[src/rtl/mvs_pkg.sv]
package mvs_pkg;
  // register map, index and byte address on the plain port
  localparam logic [11:0] MEDIA_ID_DRIVE_REG_ADDR = 12'h3F3;
  localparam logic [11:0] FUNC_CTRL_REG_ADDR      = 12'h3F4;
  localparam logic [11:0] DRIVE_SEL_REG_ADDR      = 12'h3F5;
  localparam logic [11:0] STRAP_STATUS_REG_ADDR   = 12'h3F6;
  // field positions
  localparam int MEDIA_VALID_BIT = 5;
  localparam int MEDIA_ID_LO_BIT = 6;
  localparam int DATA_RATE_SEL_BIT = 0;
  localparam int DRIVE_SEL_BIT = 0;
  localparam int STRAP_LOADED_BIT = 7;
  // reset values
  localparam logic [7:0] REG_RESET = 8'h00;
  localparam logic [1:0] MEDIA_ID_RESET = 2'h0;

  // register port request
  typedef struct packed {
    logic [11:0] addr;
    logic [7:0]  wdata;
    logic        wr;
    logic        rd;
  } mvs_req_type;

  // latched strap pair
  typedef struct packed {
    logic drive1;
    logic drive0;
  } mvs_strap_type;
endpackage

[src/rtl/mvs_media_id_valid_strap.sv]
`timescale 1ns/100ps
// Functional notes
// (RULE1) sample both straps in reset, drive bit5
// (RULE2) drive0 strap low: bit5 reads 0
// (RULE3) drive0 strap high: bit5 reads 1
// (RULE4) drive1 strap maps the same for drive1
// (RULE5) drive0 strap loads function control bit0
// (RULE6) function control bit0 set voids strap meaning
// (RULE7) latched straps stay fixed until next reset
module mvs_media_id_valid_strap (
  input  wire logic                   clk,
  input  wire logic                   reset_n,
  input  wire logic                   media_valid_strap_drive0,
  input  wire logic                   media_valid_strap_drive1,
  input  wire logic [1:0]             mediaIdDrive0,
  input  wire logic [1:0]             mediaIdDrive1,
  input  wire logic [11:0]            regAddr,
  input  wire logic [7:0]             regWdata,
  input  wire logic                   regWr,
  input  wire logic                   regRd,
  output logic [7:0]                  regRdata,
  output logic                        data_rate_select,
  output logic                        strapsLoaded
);
  import mvs_pkg::*;

  // whole block state
  typedef struct packed {
    logic [7:0] rdata;      // read data, valid one cycle after strobe
    logic       fcrBit0;    // function control bit 0
    logic       fcrLoaded;  // strap copy into bit0 done once
    logic       driveSel;   // currently accessed drive
    logic       loaded;     // straps frozen
  } mvs_top_state_type;

  mvs_top_state_type state_reg;
  mvs_top_state_type state_next;
  mvs_req_type       req;          // bundled register request
  mvs_strap_type     strapPins;    // raw strap pins
  mvs_strap_type     strapLatched; // frozen strap values
  logic              sampleDone;   // sampler finished

  assign req       = '{addr: regAddr, wdata: regWdata,
                       wr: regWr, rd: regRd};
  assign strapPins = '{drive1: media_valid_strap_drive1,
                       drive0: media_valid_strap_drive0};

  // strap capture, pins synchronised inside
  mvs_strap_sampler sampler (
    .clk          (clk),
    .reset_n      (reset_n),
    .strapPins    (strapPins),
    .sampleDone   (sampleDone),
    .strapLatched (strapLatched)
  );

  // media id drive register image for the selected drive
  function automatic logic [7:0] media_reg_image(
    input logic       sel,
    input logic       rateMode,
    input mvs_strap_type straps,
    input logic [1:0] id0,
    input logic [1:0] id1
  );
    logic [7:0] img;
    img = REG_RESET;
    if (sel) begin
      img[MEDIA_VALID_BIT] = straps.drive1;                   // RULE4
      img[MEDIA_ID_LO_BIT +: 2] = id1;
    end else begin
      img[MEDIA_VALID_BIT] = straps.drive0;                   // RULE2 RULE3
      img[MEDIA_ID_LO_BIT +: 2] = id0;
    end
    // in data rate mode the strap carries no media meaning
    if (rateMode) begin
      img[MEDIA_VALID_BIT] = 1'b1;                            // RULE6
      img[MEDIA_ID_LO_BIT +: 2] = MEDIA_ID_RESET;
    end
    return img;
  endfunction

  // register decode and strap load
  always_comb begin
    state_next        = state_reg;
    state_next.rdata  = REG_RESET;
    state_next.loaded = sampleDone;
    // one-time copy once sampler freezes; before that bit follows strap
    if (!state_reg.fcrLoaded) begin
      state_next.fcrBit0 = strapLatched.drive0;                // RULE5
      state_next.fcrLoaded = sampleDone;
    end
    if (req.wr) begin
      unique case (req.addr)
        FUNC_CTRL_REG_ADDR: begin
          // software write wins only after the strap copy is in
          if (state_reg.fcrLoaded) begin
            state_next.fcrBit0 = req.wdata[DATA_RATE_SEL_BIT];
          end
        end
        DRIVE_SEL_REG_ADDR: begin
          state_next.driveSel = req.wdata[DRIVE_SEL_BIT];
        end
        default: begin
          // unmapped or read-only: write dropped
        end
      endcase
    end
    if (req.rd) begin
      unique case (req.addr)
        MEDIA_ID_DRIVE_REG_ADDR: begin
          state_next.rdata = media_reg_image(state_reg.driveSel,
            state_reg.fcrBit0, strapLatched,
            mediaIdDrive0, mediaIdDrive1);                     // RULE1
        end
        FUNC_CTRL_REG_ADDR: begin
          state_next.rdata[DATA_RATE_SEL_BIT] = state_reg.fcrBit0;
        end
        DRIVE_SEL_REG_ADDR: begin
          state_next.rdata[DRIVE_SEL_BIT] = state_reg.driveSel;
        end
        STRAP_STATUS_REG_ADDR: begin
          state_next.rdata[1:0] = strapLatched;                // RULE7
          state_next.rdata[STRAP_LOADED_BIT] = state_reg.loaded;
        end
        default: begin
          state_next.rdata = REG_RESET;  // unmapped reads as zero
        end
      endcase
    end
  end

  // single state register
  always_ff @(posedge clk or negedge reset_n) begin
    if (!reset_n) begin
      state_reg <= '0;
    end else begin
      state_reg <= state_next;
    end
  end

  assign regRdata         = state_reg.rdata;
  assign data_rate_select = state_reg.fcrBit0;
  assign strapsLoaded     = state_reg.loaded;
endmodule

[src/rtl/mvs_strap_sampler.sv]
`timescale 1ns/100ps
// samples straps while reset is low, freezes them after release
module mvs_strap_sampler (
  input  wire logic                  clk,
  input  wire logic                  reset_n,
  input  wire mvs_pkg::mvs_strap_type strapPins,
  output logic                       sampleDone,
  output mvs_pkg::mvs_strap_type     strapLatched
);
  import mvs_pkg::*;

  typedef struct packed {
    mvs_strap_type sync1;   // first stage, read only by sync2
    mvs_strap_type sync2;   // second stage
    logic          done;    // frozen
    mvs_strap_type held;    // latched strap values
  } mvs_samp_state_type;

  mvs_samp_state_type state_reg;
  mvs_samp_state_type state_next;
  logic               resetSync1;   // synchronised reset level
  logic               resetSync2;

  // reset level synchroniser; async reset only loads constants
  always_ff @(posedge clk or negedge reset_n) begin
    if (!reset_n) begin
      resetSync1 <= 1'b0;
      resetSync2 <= 1'b0;
    end else begin
      resetSync1 <= 1'b1;
      resetSync2 <= resetSync1;
    end
  end

  // track straps while internal reset holds, freeze on release
  always_comb begin
    state_next       = state_reg;
    state_next.sync1 = strapPins;
    state_next.sync2 = state_reg.sync1;
    if (!resetSync2) begin
      state_next.held = state_reg.sync2;  // RULE1
      state_next.done = 1'b0;
    end else begin
      // no reload here: sync2 may already carry post-reset pin noise
      state_next.done = 1'b1;             // RULE7
    end
  end

  // no reset on purpose: the capture must keep running during reset
  // limitation: a reset that spans no clock edge leaves done stale
  always_ff @(posedge clk) begin
    state_reg <= state_next;
  end

  assign sampleDone   = state_reg.done;
  assign strapLatched = state_reg.held;
endmodule

[config.mk]
export PLATFORM = sky130hd
export DESIGN_NAME = mvs_media_id_valid_strap
export DESIGN_NICKNAME = d
export VERILOG_FILES = /design/src/rtl/mvs_pkg.sv /design/src/rtl/mvs_media_id_valid_strap.sv /design/src/rtl/mvs_strap_sampler.sv
export SDC_FILE = /design/constraint.sdc
export NUM_CORES = 1
export LEC_CHECK = 0
export BUFFER_PORTS_ARGS = -buffer_cell sky130_fd_sc_hd__buf_4
export CAP_MARGIN = 20
export CORE_MARGIN = 3
export CORE_UTILIZATION = 40
export DETAILED_ROUTE_END_ITERATION = 16
export GPL_TIMING_DRIVEN = 0
export PLACE_DENSITY = 0.8
export SYNTH_ARGS = -nofsm -noshare
export SYNTH_HDL_FRONTEND = slang
export SYNTH_SLANG_ARGS = --single-unit
[constraint.sdc]
create_clock -name clk -period 2.4 [get_ports clk]
set_input_delay 0.36 -clock clk [delete_from_list [all_inputs] [get_ports clk]]
set_output_delay 0.36 -clock clk [all_outputs]
set_load 0.01 [all_outputs]
==> results.txt <==
Max FFs per register - 5
Fill count - 143
Pin count of the biggest net entering global routing - 12
FF+latch count, synth - 18
Area growth syn-to-layout - 40.47%
CTS sink cnt - 18
Crit share post-route - 54.16%
Clk buf depth - 2
Number of flops mapped to enable cells by yosys - 2
GRT overflow - 0
Initial antenna violation count - 0
Total CTS buffers - 3
Setup Viol. Count Final - 0
Vias/cell - 4.628
Flip-flop and latch area - 435.4 um^2
Starting Density - 42.87%
Resize count post-CTS - 0
Post-synth top flop - dfrtp_1
Post-route setup TNS - 0 ns
TritonCTS clock tree - yes
Chip width - 49.25 um
I/O pins - 40
Leak - 0.0005196 uW
Final Cell Area - 1051 um^2
Share of cells above drive strength 1 - 47.92%
Gate Count Post-Synth - 60
GRT Util Overall - 12.35%
CTS root buf - clkbuf_4
Status - completed
Via Count - 560
N_diodes - 0
Final hold vios - 0
Most common cell in the synthesized netlist - dfrtp_1
Post-synth top area share - 36.79%
Crit Path Class - flop to output port
Startpoint Class - flop
Post-synth cell types - 28
CP max stage delay - 0.47 ns
Syn Std Cell Area - 748.2 um^2
Register area share after synthesis - 58.19%
Worst Clk Skew - 0.007831 ns
Largest area contributor in the netlist - dfrtp_1
WL final - 1420 um
RePlAce Congestion - 0.7612
Critical Path End Type - output port
Max frequency - 769.4 MHz
Drt initial violations - 7
Max cap viols - 0
Vias in the first global route - 583
Global-route wire length before repair - 2283 um
Max-slew violations - 0
Core area - 1745 um^2
Minimum clock period - 1.300 ns
Multi-input gate area - 256.5 um^2
Hold crit path type - input port to flop
RSZ-0062 raised after global routing - false
Clk pin slew, worst setup/hold paths - 0.10 ns
H-tree levels - 1
Worst EP required - 2.04 ns
WP buf/inv - 1
Post-route ant nets - 0
Max IR drop VDD - 0.4421 mV
Yosys warns - 0
Crit path max-delay family - flip-flops
DR DRC count - 0
Arrival time worst endpoint - 0.94 ns
Worst path slowest cell - dfrtp_1
Top cells by count, synth - dfrtp_1 (11), buf_4 (8), dfxtp_1 (5), nor2_1 (5), mux2i_1 (3)
Crit-path max FO - 6
Drt pass-1 iters - 2
Postcts setup bufs - 0
Dominant cells by area after synthesis - dfrtp_1 (37%), dfxtp_1 (13%), buf_4 (8.0%), edfxtp_1 (8.0%), mux2i_1 (4.0%)
Die height - 49.25 um
Crit-path cells - buf_4
Drt wl/cell - 11.74 um
Synth async-reset ratio - 61.11%
Cell area after placement - 1005 um^2
Row Count - 15
Mean post-synth cell area - 12.47 um^2
PortBufs - 29
Pwr dens - 547.0 nW/um^2
Area of the die - 2426 um^2
Fin nets - 127
Worst-Skew Late Latency - 0.30 ns
HPWL after detailed placement - 1134 um
==> placed cells by master (no fill, tap or decap), drive strengths merged <==
cell type,n
buf,37
nand3,1
inv,1
o21ai,1
nand2,1
conb,4
o31ai,2
nand2b,1
dlygate4sd3,1
nor2b,2
and4bb,1
nand3b,1
edfxtp,2
dfxtp,5
and3,1
nand4,2
or2,1
a31oi,1
mux2,1
and4b,1
a211oi,1
dfrtp,11
and4,2
nor3,1
clkbuf,4
mux2i,3
nor2,5
nand4b,2
==> metal layers <==
layer	up-vias	GRT usage [%]	share of wire, %
li1	273	-	-
met1	269	11.78	38
met2	14	22.32	55
met3	4	4.587	5.8
met4	0	7.109	0.70
met5	-	0	0
==> where the power goes <==
group          switching (uW)  leakage (uW)  internal, uW
Clock                    89.7     0.0000210          92.6
Combinational            24.0      0.000298          39.9
Sequential               9.40      0.000200           319
Total                     123      0.000520           452
==> area by class of cell <==
| cell class | instances | share of cell area (%) |
|---|---|---|
| timing repair buffer | 30 | 21.67 |
| inverter | 1 | 0.3571 |
| tap | 25 | 2.976 |
| sequential | 18 | 41.43 |
| clock buffer | 4 | 3.452 |
| buffer | 8 | 5.714 |
| multi-input combinational | 35 | 24.40 |
==> final timing paths <==
check,endpoint,from,slack [ns],cells past startpoint
max in group asynchronous,sampler.resetSync2,reset_n,1.83,2
min in group asynchronous,regRdata[0],reset_n,0.42,2
max,data_rate_select,data_rate_select,1.10,1
max reg2reg,regRdata[0],state_reg[1],1.41,3
min,sampler.state_next[4],media_valid_strap_drive1,0.17,1
min reg2reg,strapsLoaded,sampler.sampleDone,0.33,0
==> timing repair <==
item	4_1_cts	5_1_grt
setup endpoints to repair	0	0
hold buffers	1	0
hold endpoints to repair	11	0
==> logic make-up (layout without fill, tap and decap cells) <==
logic type / count (synthesis) / after routing / synth area share (%)
compound gates: 5 / 5 / 5.184
flops: 18 / 18 / 58.19
buf+inv: 9 / 43 / 8.528
other cells: 2 / 4 / 1.004
simple gates: 22 / 22 / 21.57
mux: 4 / 4 / 5.518
==> stage by stage <==
step	util (%)	total power [uW]	setup slack (ns)	hold slack (ns)	instances
after floorplan	-	353.9	1.129	0.06441	62
after global placement	57.56	395.4	0.9491	0.1989	116
after detailed placement	57.56	397.9	0.9042	0.1999	116
after global routing	60.22	599.5	1.052	0.1484	121
after CTS	60.22	580.3	1.094	0.1572	121
final	60.22	574.9	1.100	0.1653	121
Power figures use the tool's default switching activity.
